File: src/hw/adf_params.svh
// constants of the converter output demultiplexer and formatter
// assumes inclusion by bare name from the formatter package and design file
// Functional notes
// ratio select 0 gives two ports, 1 four
// full-rate clock quarter rate, rising edge centred
// half-rate clock eighth rate, both edges centred
// clock type 1 full-rate, 0 half-rate
// staggered ports one by one, simultaneous together
// staggered select low staggered, high simultaneous
// staggered range pins carry per-port data clocks
// simultaneous range pin flags over or underflow
// overrange forces all ones, underrange all zeros
// global clock equals last used port clock
// sleep low freezes outputs, high resumes
// sleep, staggered, self-test inputs active low
// self test outputs inverting checkerboard words
// four-way test sequence with inverse repeat
// two-way test sequence with swap repeat
// far side resets before trusting test sequence
// demux reset aligns samples to A,B,C,D
// two-way split leaves ports C, D unused
`ifndef ADF_PARAMS_SVH
`define ADF_PARAMS_SVH

`define ADF_CODE_W 10
`define ADF_SAMPLE_W 12
`define ADF_FIFO_DEPTH 32
`define ADF_SYNC_W 19
`define ADF_PAT_EVEN 10'h2AA
`define ADF_PAT_ODD 10'h155
`define ADF_CODE_MAX 10'h3FF
`define ADF_CODE_MIN 10'h000
`define ADF_LAST_FOUR 2'h3
`define ADF_LAST_TWO 2'h1
`define ADF_HALF_FOUR 2'h2
`define ADF_HALF_TWO 2'h1
`define ADF_PHASE_ZERO 2'h0
`define ADF_REG_CTRL 2'h0
`define ADF_REG_STATUS 2'h1
`define ADF_WORD_ZERO 32'h00000000
`define ADF_LANES 4

`endif

File: src/hw/adf_pkg.sv
// types used by the output formatter; its fifo takes plain bit vectors
// assumes the constants header sits beside it
`default_nettype none
`include "adf_params.svh"

package adf_pkg;

    // one converter sample with its range flags
    typedef struct packed {
        logic over_pos;
        logic over_neg;
        logic [`ADF_CODE_W-1:0] code;
    } adf_sample_s;

    // one formatted output word
    typedef struct packed {
        logic range_flag;
        logic [`ADF_CODE_W-1:0] code;
    } adf_word_s;

    // synchronised static mode pins, active-low ones keep their polarity
    typedef struct packed {
        logic sleep_n;
        logic staggered_n;
        logic self_test_n;
        logic ratio_four;
        logic clock_full;
    } adf_mode_s;

    // control register layout
    typedef struct packed {
        logic [30:0] reserved;
        logic realign;
    } adf_ctrl_s;

    // status register layout
    typedef struct packed {
        logic [16:0] reserved;
        adf_mode_s mode;
        logic [5:0] level;
        logic group_odd;
        logic [1:0] phase;
        logic dropped;
    } adf_status_s;

endpackage

`default_nettype wire

File: src/hw/adf_output_formatter.sv
// output demultiplexer and data clock generator with its input fifo
// assumes one 200 MHz clock; converter sample clock, sample and mode pins arrive asynchronously
//
// Decided for this implementation: the placing of the registers and register access over Avalon-MM.
`include "adf_params.svh"
`timescale 1ns/1ps
`default_nettype none

module adf_fifo #(
    parameter int WIDTH = `ADF_SAMPLE_W,
    parameter int DEPTH = `ADF_FIFO_DEPTH
) (
    // clock and reset
    input wire logic clock,
    input wire logic resetn,
    // filling side
    input wire logic in_valid,
    input wire logic [WIDTH-1:0] in_data,
    output logic in_ready,
    // draining side
    output logic out_valid,
    input wire logic out_ready,
    output logic [WIDTH-1:0] out_data,
    // occupancy
    output logic [$clog2(DEPTH):0] level
);
    localparam int AW = $clog2(DEPTH);

    logic [WIDTH-1:0] mem [DEPTH];
    logic [AW-1:0] wr_ptr;
    logic [AW-1:0] rd_ptr;
    logic [AW:0] next_level;
    logic push;
    logic pop;

    assign push = in_valid && in_ready;
    assign pop = out_valid && out_ready;
    assign out_data = mem[rd_ptr];

    // occupancy after this cycle
    always_comb begin
        next_level = level;
        if (push && !pop) begin
            next_level = level + 1'b1;
        end else if (pop && !push) begin
            next_level = level - 1'b1;
        end
    end

    // flags registered from the next level so they are honest the same cycle they change
    always_ff @(posedge clock) begin
        if (!resetn) begin
            level <= '0;
            in_ready <= 1'b1;
            out_valid <= 1'b0;
        end else begin
            level <= next_level;
            in_ready <= next_level != (AW+1)'(DEPTH);
            out_valid <= next_level != '0;
        end
    end

    // pointers wrap naturally, depth is a power of two
    always_ff @(posedge clock) begin
        if (!resetn) begin
            wr_ptr <= '0;
            rd_ptr <= '0;
        end else begin
            if (push) begin
                wr_ptr <= wr_ptr + 1'b1;
            end
            if (pop) begin
                rd_ptr <= rd_ptr + 1'b1;
            end
        end
    end

    // storage, no reset needed
    always_ff @(posedge clock) begin
        if (push) begin
            mem[wr_ptr] <= in_data;
        end
    end
endmodule

module adf_output_formatter (
    // clock and reset
    input wire logic clock,
    input wire logic resetn,
    // converter core side
    input wire logic sample_clock,
    input wire logic [`ADF_CODE_W-1:0] sample_code,
    input wire logic sample_over_pos,
    input wire logic sample_over_neg,
    output logic sample_accept,
    // static mode pins
    input wire logic split_ratio_select,
    input wire logic out_clock_type_select,
    input wire logic staggered_select_n,
    input wire logic sleep_select_n,
    input wire logic self_test_n,
    input wire logic demux_async_reset,
    // output ports
    output logic [`ADF_CODE_W-1:0] port_a_data,
    output logic [`ADF_CODE_W-1:0] port_b_data,
    output logic [`ADF_CODE_W-1:0] port_c_data,
    output logic [`ADF_CODE_W-1:0] port_d_data,
    output logic port_a_range_or_strobe,
    output logic port_b_range_or_strobe,
    output logic port_c_range_or_strobe,
    output logic port_d_range_or_strobe,
    output logic global_data_ready_clock,
    // avalon-mm register slave
    input wire logic [3:0] avs_address,
    input wire logic avs_read,
    input wire logic avs_write,
    input wire logic [31:0] avs_writedata,
    input wire logic [3:0] avs_byteenable,
    output logic [31:0] avs_readdata,
    output logic avs_waitrequest
);
    logic [`ADF_SYNC_W-1:0] pin_meta;
    logic [`ADF_SYNC_W-1:0] pin_sync;
    logic sample_clock_d;
    logic demux_reset_s;
    logic sample_clock_s;
    adf_pkg::adf_mode_s mode;
    adf_pkg::adf_sample_s pin_sample;
    adf_pkg::adf_sample_s fifo_sample;
    logic [`ADF_SAMPLE_W-1:0] fifo_out_bits;
    logic fifo_out_valid;
    logic [5:0] fifo_level;
    logic tick;
    logic awake;
    logic test_on;
    logic staggered;
    logic step;
    logic realign;
    logic soft_realign;
    logic dropped;
    logic [1:0] phase;
    logic group_odd;
    logic [1:0] last;
    logic [`ADF_LANES-1:0] lane_clk;
    logic [`ADF_LANES-1:0] next_lane_clk;
    logic [`ADF_CODE_W-1:0] port_word [`ADF_LANES];
    logic [`ADF_LANES-1:0] range_pin;
    adf_pkg::adf_word_s shadow [`ADF_LANES];
    adf_pkg::adf_word_s cur_word;
    adf_pkg::adf_status_s status;
    adf_pkg::adf_ctrl_s ctrl_wr;
    logic bus_done;

    // mid-word phase of a lane: half a word after its own load
    function automatic logic [1:0] mid_of(input logic [1:0] k, input logic four);
        logic [1:0] m;
        m = four ? (k + `ADF_HALF_FOUR) : {1'b0, ~k[0]};
        return m;
    endfunction

    // formatted word: checkerboard in test, clamped code otherwise
    function automatic adf_pkg::adf_word_s make_word(input adf_pkg::adf_sample_s s,
                                                     input logic test, input logic inv);
        adf_pkg::adf_word_s w;
        w.range_flag = s.over_pos || s.over_neg;
        w.code = s.code;
        if (test) begin
            w.code = inv ? `ADF_PAT_ODD : `ADF_PAT_EVEN;
            w.range_flag = inv;
        end else if (s.over_pos) begin
            w.code = `ADF_CODE_MAX;
        end else if (s.over_neg) begin
            w.code = `ADF_CODE_MIN;
        end
        return w;
    endfunction

    // every asynchronous pin passes two flops before anything reads it
    always_ff @(posedge clock) begin
        if (!resetn) begin
            pin_meta <= '0;
            pin_sync <= '0;
            sample_clock_d <= 1'b0;
        end else begin
            pin_meta <= {demux_async_reset, sleep_select_n, staggered_select_n, self_test_n,
                         split_ratio_select, out_clock_type_select, sample_clock,
                         sample_over_pos, sample_over_neg, sample_code};
            pin_sync <= pin_meta;
            sample_clock_d <= sample_clock_s;
        end
    end

    assign {demux_reset_s, mode, sample_clock_s, pin_sample} = pin_sync;
    assign fifo_sample = adf_pkg::adf_sample_s'(fifo_out_bits);

    // the converter must hold its sample for a few system clocks around its clock edge,
    // since data and clock are sampled with the same two-flop latency
    assign tick = sample_clock_s && !sample_clock_d;
    assign awake = mode.sleep_n;
    assign test_on = !mode.self_test_n;
    assign staggered = !mode.staggered_n;
    assign last = mode.ratio_four ? `ADF_LAST_FOUR : `ADF_LAST_TWO;
    assign realign = demux_reset_s || soft_realign;
    // asleep nothing advances, the fifo backs up and refuses new samples
    assign step = tick && awake && (test_on || fifo_out_valid);
    assign cur_word = make_word(fifo_sample, test_on, phase[0] ^ group_odd);

    // sample buffer between the converter and the output stage
    adf_fifo #(
        .WIDTH(`ADF_SAMPLE_W),
        .DEPTH(`ADF_FIFO_DEPTH)
    ) u_fifo (
        .clock(clock),
        .resetn(resetn),
        .in_valid(tick),
        .in_data(pin_sample),
        .in_ready(sample_accept),
        .out_valid(fifo_out_valid),
        .out_ready(tick && awake),
        .out_data(fifo_out_bits),
        .level(fifo_level)
    );

    // port sequencing: phase picks the port, group parity inverts the test pattern
    always_ff @(posedge clock) begin
        if (!resetn || realign) begin
            phase <= `ADF_PHASE_ZERO;
            group_odd <= 1'b0;
        end else if (step) begin
            if (phase >= last) begin
                phase <= `ADF_PHASE_ZERO;
                group_odd <= !group_odd;
            end else begin
                phase <= phase + 1'b1;
            end
        end
    end

    // per-lane data clocks, low at load and high mid-word in full rate, toggled mid-word in half rate
    always_comb begin
        for (int k = 0; k < `ADF_LANES; k++) begin
            next_lane_clk[k] = lane_clk[k];
            if (2'(k) > last) begin
                next_lane_clk[k] = 1'b0;
            end else if (mode.clock_full) begin
                if (phase == 2'(k)) begin
                    next_lane_clk[k] = 1'b0;
                end else if (phase == mid_of(2'(k), mode.ratio_four)) begin
                    next_lane_clk[k] = 1'b1;
                end
            end else if (phase == mid_of(2'(k), mode.ratio_four)) begin
                next_lane_clk[k] = !lane_clk[k];
            end
        end
    end

    // lane clocks and the global clock, which is the last used lane clock
    always_ff @(posedge clock) begin
        if (!resetn || realign) begin
            lane_clk <= '0;
            global_data_ready_clock <= 1'b0;
        end else if (step) begin
            lane_clk <= next_lane_clk;
            global_data_ready_clock <= next_lane_clk[last];
        end
    end

    // shadow words collect a group for simultaneous release
    always_ff @(posedge clock) begin
        if (!resetn) begin
            for (int k = 0; k < `ADF_LANES; k++) begin
                shadow[k] <= '0;
            end
        end else if (step) begin
            shadow[phase] <= cur_word;
        end
    end

    // output words and range-or-strobe pins, untouched while asleep
    always_ff @(posedge clock) begin
        if (!resetn) begin
            for (int k = 0; k < `ADF_LANES; k++) begin
                port_word[k] <= '0;
            end
            range_pin <= '0;
        end else if (step) begin
            for (int k = 0; k < `ADF_LANES; k++) begin
                if (2'(k) > last) begin
                    port_word[k] <= '0;
                    range_pin[k] <= 1'b0;
                end else if (staggered) begin
                    range_pin[k] <= next_lane_clk[k];
                    if (phase == 2'(k)) begin
                        port_word[k] <= cur_word.code;
                    end
                end else if (phase == last) begin
                    port_word[k] <= (2'(k) == last) ? cur_word.code : shadow[k].code;
                    range_pin[k] <= (2'(k) == last) ? cur_word.range_flag : shadow[k].range_flag;
                end
            end
        end
    end

    assign port_a_data = port_word[0];
    assign port_b_data = port_word[1];
    assign port_c_data = port_word[2];
    assign port_d_data = port_word[3];
    assign port_a_range_or_strobe = range_pin[0];
    assign port_b_range_or_strobe = range_pin[1];
    assign port_c_range_or_strobe = range_pin[2];
    assign port_d_range_or_strobe = range_pin[3];

    // bus slave: one wait state on every access, answer on the second cycle
    assign bus_done = (avs_read || avs_write) && !avs_waitrequest;
    assign ctrl_wr = adf_pkg::adf_ctrl_s'(avs_writedata);

    always_ff @(posedge clock) begin
        if (!resetn) begin
            avs_waitrequest <= 1'b1;
        end else begin
            avs_waitrequest <= !((avs_read || avs_write) && avs_waitrequest);
        end
    end

    // status snapshot, unmapped offsets read zero
    always_comb begin
        status = '0;
        status.mode = mode;
        status.level = fifo_level;
        status.group_odd = group_odd;
        status.phase = phase;
        status.dropped = dropped;
    end

    always_ff @(posedge clock) begin
        if (!resetn) begin
            avs_readdata <= `ADF_WORD_ZERO;
        end else if (avs_read && avs_waitrequest) begin
            avs_readdata <= (avs_address[3:2] == `ADF_REG_STATUS) ? status : `ADF_WORD_ZERO;
        end
    end

    // realign pulse from software, one cycle per accepted control write with the realign bit set
    always_ff @(posedge clock) begin
        if (!resetn) begin
            soft_realign <= 1'b0;
        end else begin
            soft_realign <= bus_done && avs_write && avs_byteenable[0]
                && avs_address[3:2] == `ADF_REG_CTRL && ctrl_wr.realign;
        end
    end

    // sticky drop flag, a new drop in the clearing cycle wins over the clear
    always_ff @(posedge clock) begin
        if (!resetn) begin
            dropped <= 1'b0;
        end else if (tick && !sample_accept) begin
            dropped <= 1'b1;
        end else if (bus_done && avs_write && avs_byteenable[0]
                     && avs_address[3:2] == `ADF_REG_STATUS && avs_writedata[0]) begin
            dropped <= 1'b0;
        end
    end
endmodule

`default_nettype wire

File: config.mk
export PLATFORM = sky130hd
export DESIGN_NAME = adf_output_formatter
export DESIGN_NICKNAME = d
export VERILOG_FILES = /design/src/hw/adf_pkg.sv /design/src/hw/adf_output_formatter.sv
export VERILOG_INCLUDE_DIRS = /design/src /design/src/hw
export SDC_FILE = /design/constraint.sdc
export NUM_CORES = 1
export LEC_CHECK = 0
export BUFFER_PORTS_ARGS = -buffer_cell sky130_fd_sc_hd__buf_2
export CAP_MARGIN = 20
export CORE_MARGIN = 1.5
export CORE_UTILIZATION = 35
export DETAILED_ROUTE_END_ITERATION = 8
export GPL_TIMING_DRIVEN = 0
export SYNTH_ARGS = -nofsm -noshare
export SYNTH_HDL_FRONTEND = slang
export SYNTH_SLANG_ARGS = --single-unit
File: constraint.sdc
create_clock -name clock -period 7.79 [get_ports clock]
set_clock_uncertainty 0.2 [all_clocks]
set_input_delay 0.779 -clock clock [delete_from_list [all_inputs] [get_ports clock]]
set_output_delay 0.779 -clock clock [all_outputs]
set_load 0.02 [all_outputs]
## After elaboration in Yosys (flattened, before gate mapping)

Memories as Yosys holds them, arrays and structs flattened. A register that Yosys moved wholly into a read port is not among the register bits.
Cells that the tools add are included.

| word-level totals | value |
|---|---|
| memory bits (read-only) | 0 |
| memory bits (writable) | 468 |
| word-level logic and storage cells | 249 |
| input bits | 63 |
| memories kept | 3 |
| flip-flop bits (word level) | 104 |
| latch bits | 0 |

| cells by class | value |
|---|---|
| add/sub/neg operators | 5 |
| reductions and logical operators | 46 |
| $lt $le $gt $ge | 6 |
| mux-type cells | 139 |
| bitwise operators | 13 |
| divide/modulo/power cells | 0 |
| equal/unequal tests | 17 |
| shifts and indexed selects | 0 |
| multiply operators | 0 |

Memory list:

| memory | depth | bits a word | rd ports | clocked after memory_dff | wr ports | RTL line | RTL |
|---|---|---|---|---|---|---|---|
| u_fifo.mem | 32 | 12 | 1 | 1 | 1 | adf_output_formatter.sv:29 | `logic [WIDTH-1:0] mem [DEPTH];` |
| shadow | 4 | 11 | 4 | 0 | 4 | adf_output_formatter.sv:148 | `` adf_pkg::adf_word_s shadow [`ADF_LANES]; `` |
| port_word | 4 | 10 | 4 | 0 | 4 | adf_output_formatter.sv:146 | `` logic [`ADF_CODE_W-1:0] port_word [`ADF_LANES]; `` |

Operators with widths:

| operator | count |
|---|---|
| 10-bit 2-to-1 mux | 20 |
| 1-bit 2-to-1 mux | 107 |
| 1-bit logical AND | 17 |
| 15-bit 2-to-1 mux | 1 |
| 1-bit logical NOT | 13 |
| 6-bit 2-to-1 mux | 2 |
| 3-bit by 1-bit inequality test with 1-bit output, second input constant | 4 |
| 1-bit bitwise OR | 12 |
| 11-bit 2-to-1 mux | 1 |
| 11-bit OR reduction | 1 |
| 5-bit by 1-bit adder with 5-bit output, second input constant | 2 |
| 2-bit 2-to-1 mux | 5 |
| 5-bit 2-to-1 mux | 2 |
| 2-bit AND reduction | 5 |
| 6-bit by 1-bit adder with 6-bit output, second input constant | 1 |
| 2-bit == test | 3 |
| 2-bit logical NOT | 3 |
| 6-bit inequality test, second input constant | 1 |
| 6-bit nonzero test | 1 |
| 6-bit by 1-bit subtractor with 6-bit output, second input constant | 1 |
| 1-bit logical OR | 5 |
| 2-bit by 1-bit == test with 1-bit output | 2 |
| 2-bit by 1-bit == test with 1-bit output, second input constant | 2 |
| 2-bit == test, first input constant | 2 |
| 10 further kinds | 13 |

## Depth between registers and ports, before layout

Gate-level depths: netlist (run 1).

| depth | value |
|---|---|
| word-level depth | 10 |
| mapped depth | 11 |
| mapped depth without buffers | 9 |

## Modules after synthesis

A second synthesis (run 1) with hierarchy kept.

| second synthesis, totals | value |
|---|---|
| cell total of the unflattened synthesis | 1200 |
| area, all modules | 21373.0 µm² |

By module, submodules not included:

| module | seq. area each (µm²) | cells an instance | area each (µm²) | instances |
|---|---|---|---|---|
| adf_fifo | 11991.5 | 706 | 15773.9 | 1 |
| adf_output_formatter | 3573.4 | 494 | 5599.1 | 1 |

## Worst setup path before layout (run 1)

Ideal clock, no wire load.

| timing path | value |
|---|---|
| path type | flip-flop to flip-flop |
| start point | reg pin_sync[14] |
| end point | mem port_word[2][0] (netlist bit), enable pin |
| library setup time | 0.391 ns |
| period minus slack after synthesis | 2.627 ns |
| buffers on the path | 1 |
| path slack | 5.163 ns |
| arrival | 2.036 ns |
| cell stages (with the launch flop) | 7 |
| required time | 7.199 ns |
| path through | dfxtp_1 clkbuf_1 inv_1 ha_1 nand3_1 and3_1 o21ai_0 |

RTL lines:

| item | RTL line | RTL |
|---|---|---|
| start: declaration | adf_output_formatter.sv:123 | `` logic [`ADF_SYNC_W-1:0] pin_sync; `` |
| start signal: assignment | adf_output_formatter.sv:188 | `pin_sync <= pin_meta;` |
| end: declaration | adf_output_formatter.sv:146 |  |

==> results of run 1 <==
## path summary, 6_finish.rpt
check                     to  slack [ns]  depth (start not counted)
min             soft_realign        0.14                          2
max reg2reg  port_word[1][1]        4.17                          8
max          port_word[1][1]        4.17                          8
min reg2reg     pin_sync[16]        0.23                          1
## critical path: stages, from the launching register on
cell and delay (ns):
dfxtp_1 0.37, clkbuf_1 0.46, buf_2 0.38, nor2_1 0.16
nand2_1 0.40, o22ai_1 0.27, nor3_1 0.70, a41oi_4 0.28
o21ai_1 0.19
## cells by family (layout without fill, tap and decap cells)
family / Yosys count / after routing / share of synthesized area, %
DFF: 549 / 549 / 71.8
and+or+nand+nor: 353 / 353 / 7.85
AOI/OAI and AO/OA: 193 / 193 / 6.65
muxes: 153 / 153 / 9.65
buffers and inverters: 104 / 334 / 2.54
adders and majority gates: 16 / 16 / 0.924
xor gates and xnor gates: 14 / 14 / 0.566
other: 1 / 17 / 0.0173
## layer usage
metal / vias to the layer above / wire length, um / global-route usage, %
met5: - / 0 / 0
met4: 0 / 1240 / 4.62
met3: 83 / 3360 / 3.07
met2: 426 / 25500 / 27.2
met1: 6344 / 22600 / 22.2
li1: 5638 / - / -
## synth_stat cells, types with 7 or more instances
cell type,count
a21oi_1,34
a22oi_1,61
and2_1,47
buf_1,8
buf_2,21
buf_4,22
clkbuf_1,32
dfxtp_1,92
edfxtp_1,457
ha_1,16
inv_1,16
mux2i_1,107
mux4_2,42
nand2_1,75
nand2b_1,12
nand3_1,21
nand3b_1,7
nand4_1,12
nor2_1,132
nor2b_1,9
nor3_1,9
o21ai_0,20
o21ai_1,24
o22a_1,7
o22ai_1,12
xor2_1,10
## area by class of cell
class | instances | area, um^2
timing repair buffer | 130 | 991
sequential | 549 | 15600
clock buffer | 62 | 1360
multi-input combinational | 746 | 5620
fill | 5575 | 36100
clock inverter | 38 | 308
tap | 790 | 988
buffer | 87 | 487
inverter | 17 | 63.8
## stage by stage
stage	setup slack (ns)	util, %	power [W]
final	4.17	41.3	0.00583
after global routing	3.99	41.3	0.00599
after CTS	4.17	41.2	0.00587
after detailed placement	4.18	38.5	0.00342
after global placement	4.23	37.7	0.00340
after floorplan	5.16	-	0.00335
## state kept, by name (all words and copies together), names as in the netlist, 5 cells and up, named ones only
register and count:
pin_sync 19, u_fifo.mem 384, u_fifo.rd_ptr 5, pin_meta 19, avs_readdata 15, shadow 33, port_word 40, u_fifo.wr_ptr 5
u_fifo.level 6
## where the power goes
part | switching (W) | internal [W] | total [W]
sequential | 0.0000237 | 0.00319 | 0.00322
combinational | 0.0000911 | 0.0000471 | 0.000138
clock | 0.00110 | 0.00138 | 0.00248
==> summary.txt, run 1 <==
Outcome
  – Status: complete, no violations

Route
  – Initial DRC count: approximately 1200
  – DR WL/cell: 21.8 um
  – Vias/cell: 5.16
  – Via count: 12491
  – # DRC: 0
  – WL final: 52800 um
  – First drt pass iteration count: 5
  – Final ANT Viol Nets: 0

Global route
  – Total track usage: 16.5%
  – First-pass GRT wire length: between 70000 and 80000 um
  – Vias in the first global route: ~12000
  – GR Overflow Total: 0
  – Initial antenna violation count: 0
  – Largest net degree at the start of global routing: 33

Clock tree
  – CTS clock-pin slew for the worst setup and hold paths: 0.07 ns
  – CTS Hold Bufs: 0
  – CTS resizes: 0
  – Total CTS buffers: between 50 and 60
  – Sink Count: 549
  – Worst-skew pair later-pin latency: 0.63 ns
  – Setup bufs post-CTS: 0
  – CTS tree: yes
  – Htree depth: 2
  – Clock Tree Root: clkbuf_16
  – CTS Buffer Depth: 3

Final layout
  – NumNets Final: 1663
  – # diodes: 0
  – Non-Filler Instances: 2419
  – Commonest cells after routing, fill and taps aside: edfxtp_1, nor2_1, buf_2
  – Post-route cell area: 25400 um^2
  – Commonest non-fill, non-tap cell in the layout: edfxtp_1
  – Area growth syn-to-layout: 17.1%
  – Share of cells above drive strength 1: 19.6%

Place
  – Placed inst area: 23700 um^2
  – # placed instances: about 2300
  – GP Congestion: about 0.86
  – DP HPWL: 36900 um
  – I/O Buffers: 87

Synthesis
  – Ranking of synthesized cells by area: edfxtp_1, dfxtp_1, mux2i_1
  – Synth top area share: between 60 and 70%
  – Synth Flop Type: edfxtp_1
  – Syn. warnings: 0
  – Syn avg cell area: 15.7 um^2
  – Sequential area share after synthesis: 71.8%
  – EDFF count, synth: 457
  – Fraction of registers with async set/reset: 0%
  – Flops & latches, synth: 549
  – Mapped Cells: 1383
  – Leading area contributor after synthesis: edfxtp_1
  – Yosys cell types: 67
  – Area of the mapped netlist: about 22000 um^2

STA
  – RSZ-0062 raised after global routing: no
  – WHS: 0.135 ns
  – Minimum clock period: about 3.6 ns
  – Final max-slew violation count: 0
  – Worst Tran Pin Value: about 1.2 ns
  – Max_slew headroom: 22.5%
  – Final worst-path cycle share: 46.5%
  – Fmax: roughly 280 MHz
  – Final Hold Viols: 0
  – Final setup viols: 0
  – TNS Setup: 0 ns

Die
  – IO Pins: between 100 and 150
  – Starting Density: 35.3%
  – Row Count: between 90 and 100
  – Die area: 63400 um^2
  – Total core area: 61500 um^2
  – Die H: 252 um
  – Die Width: 252 um

Critical path
  – Critical path peak fanout: 10
  – Critical path startpoint category: flop
  – Crit Path Class: flop to flop
  – Critical path capture point type: flop
  – Crit path DAT: 3.86 ns
  – Worst Path Required: 8.03 ns

Worst hold path
  – Min-delay src: avs_address[3]
  – Hold Path Class: input port to flop

Power
  – Leakage: roughly 8.5 nW
  – Pwr Density: 230 nW/um^2
  – Max VDD drop: 0.000198 V

Job
  – Max_cap viols: 0
Note: power is estimated with default switching activity, not from simulation.
==> run 2, diff against run 1 <==
==> constraint.sdc (replaced) <==
create_clock -name clock -period 3.5 [get_ports clock]
set_clock_uncertainty 0.2 [all_clocks]
set_input_delay 0.35 -clock clock [delete_from_list [all_inputs] [get_ports clock]]
set_output_delay 0.35 -clock clock [all_outputs]
set_load 0.02 [all_outputs]
==> summary.txt, run 2 (same netlist as run 1, synthesis figures left out) <==
Global route
  – Largest net degree at the start of global routing: 33 (unchanged)
  – GR Overflow Total: 0 (unchanged)
  – Total track usage: 16.5% (about the same)
  – Initial antenna violation count: 0 (unchanged)
  – First-pass GRT wire length: 78100 um (was 77700 um)
  – Vias in the first global route: 12324 (was 12174)

Power
  – Pwr Density: 506 nW/um^2 (was 230 nW/um^2)
  – Max VDD drop: 0.000440 V (was 0.000198 V)
  – Leakage: 8.64 nW (was 8.51 nW)

Critical path
  – Crit Path Class: flop to flop (unchanged)
  – Critical path peak fanout: 10 (unchanged)
  – Critical path startpoint category: flop (unchanged)
  – Worst Path Required: 3.62 ns (was 8.03 ns)
  – Critical path capture point type: flop (unchanged)
  – Crit path DAT: 3.49 ns (was 3.86 ns)

Route
  – Final ANT Viol Nets: 0 (unchanged)
  – WL final: 52900 um (was 52800 um)
  – Via count: 12490 (was 12491)
  – Initial DRC count: 1200 (was 1197)
  – # DRC: 0 (unchanged)
  – Vias/cell: 5.11 (was 5.16)
  – DR WL/cell: 21.6 um (was 21.8 um)
  – First drt pass iteration count: 5 (unchanged)

Die
  – Die area: 63400 um^2 (unchanged)
  – IO Pins: 142 (unchanged)
  – Starting Density: 35.3% (unchanged)
  – Row Count: 91 (unchanged)
  – Die Width: 252 um (unchanged)
  – Die H: 252 um (unchanged)
  – Total core area: 61500 um^2 (unchanged)

Worst hold path
  – Hold Path Class: input port to flop (unchanged)

Clock tree
  – Htree depth: 2 (unchanged)
  – CTS tree: yes (unchanged)
  – CTS Buffer Depth: 3 (unchanged)
  – Setup bufs post-CTS: 0 (unchanged)
  – Total CTS buffers: 53 (unchanged)
  – Worst-skew pair later-pin latency: 0.63 ns (about the same)
  – Clock Tree Root: clkbuf_16 (unchanged)
  – CTS clock-pin slew for the worst setup and hold paths: 0.07 ns (about the same)
  – Sink Count: 549 (unchanged)

STA
  – Fmax: 297 MHz (was 276 MHz)
  – Final setup viols: 0 (unchanged)
  – RSZ-0062 raised after global routing: no (unchanged)
  – Final max-slew violation count: 0 (unchanged)
  – WHS: 0.0951 ns (was 0.135 ns)
  – Worst Tran Pin Value: 1.16 ns (about the same)
  – Max_slew headroom: 22.4% (was 22.5%)
  – Minimum clock period: 3.37 ns (was 3.62 ns)
  – Final Hold Viols: 0 (unchanged)
  – Final worst-path cycle share: 96.2% (was 46.5%)

Final layout
  – # diodes: 0 (unchanged)
  – Max reg flops: 384 (unchanged)
  – Biggest register: u_fifo.mem (unchanged)
  – NumNets Final: 1688 (was 1663)
  – Area growth syn-to-layout: 18.5% (was 17.1%)
  – FILL cells: 5539 (was 5575)
  – Commonest cells after routing, fill and taps aside: edfxtp_1, nor2_1, buf_2 (unchanged)
  – FF+latch area: 15600 um^2 (unchanged)
  – Share of cells above drive strength 1: 20.0% (was 19.6%)
  – Commonest non-fill, non-tap cell in the layout: edfxtp_1 (unchanged)
  – Post-route cell area: 25700 um^2 (was 25400 um^2)
  – Non-Filler Instances: 2444 (was 2419)
  – Regs by FF count: u_fifo.mem: 384 flops, port_word: 40 flops, shadow: 33 flops (unchanged)
  – Multi-input gate area: 5670 um^2 (was 5620 um^2)

Place
  – Placed inst area: 23700 um^2 (unchanged)
  – GP Congestion: 0.857 (unchanged)
  – DP HPWL: 36900 um (unchanged)
  – # placed instances: 2316 (unchanged)
  – I/O Buffers: 87 (unchanged)

Outcome
  – Status: complete, no violations (unchanged)

Job
  – Max_cap viols: 0 (unchanged)
-- run 2: stage by stage --
stage | total power, W | worst slack, ns | TNS (ns) | util, %
final | 0.0130 | 0.132 | 0 | 41.8
after CTS | 0.0131 | 0.0520 | 0 | 41.7
after global routing | 0.0134 | 0.00424 | 0 | 41.8
after detailed placement | 0.00760 | -0.110 | -1.11 | 38.5
after floorplan | 0.00746 | 0.873 | 0 | -
after global placement | 0.00757 | -0.0593 | -0.228 | 37.7
-- run 2: per-layer routing --
metal	GRT usage [%]	wire [um]
met3	2.94	3280
met4	4.38	1120
met1	22.3	22600
met2	27.6	25900
met5	0	0
-- run 2: timing repair --
action,in CTS,in global routing
hold buffers,25,0
hold endpoints to repair,23,0
gates resized for setup,9,4
pin swaps,0,0
setup endpoints to repair,35,13
cloned,0,0
-- run 2: final timing paths --
kind	cells past startpoint	start	slack, ns	endpoint
hold reg to reg	1	pin_meta[16]	0.23	pin_sync[16]
hold / removal	4	avs_read	0.1	avs_readdata[1]
setup reg to reg	8	flop	0.13	port_word[1][8]
setup / recovery	8	flop	0.13	port_word[1][8]
-- run 2: power by group --
| part | total (W) | internal (W) | switching [W] |
|---|---|---|---|
| Clock | 0.00552 | 0.00308 | 0.00244 |
| Combinational | 0.000331 | 0.000123 | 0.000208 |
| Sequential | 0.00716 | 0.00711 | 0.0000523 |
| Total | 0.0130 | 0.0103 | 0.00270 |
-- run 2: critical path, stage by stage, from the launching register on --
cell,delay (ns)
dfxtp_1,0.30
buf_4,0.20
buf_2,0.31
buf_2,0.48
mux4_2,0.42
a31oi_1,0.31
nand4_1,0.29
a21oi_4,0.37
o21ai_0,0.17
-- run 2: cell type report --
type / instances / share of cell area, %
flip-flops and latches: 549 / 60.6
multi-input cells: 746 / 22.1
clock buffers: 62 / 5.29
repair buffers: 155 / 4.83
well taps: 790 / 3.85
plain buffers: 87 / 1.90
clock inverters: 38 / 1.20
inverters: 17 / 0.248
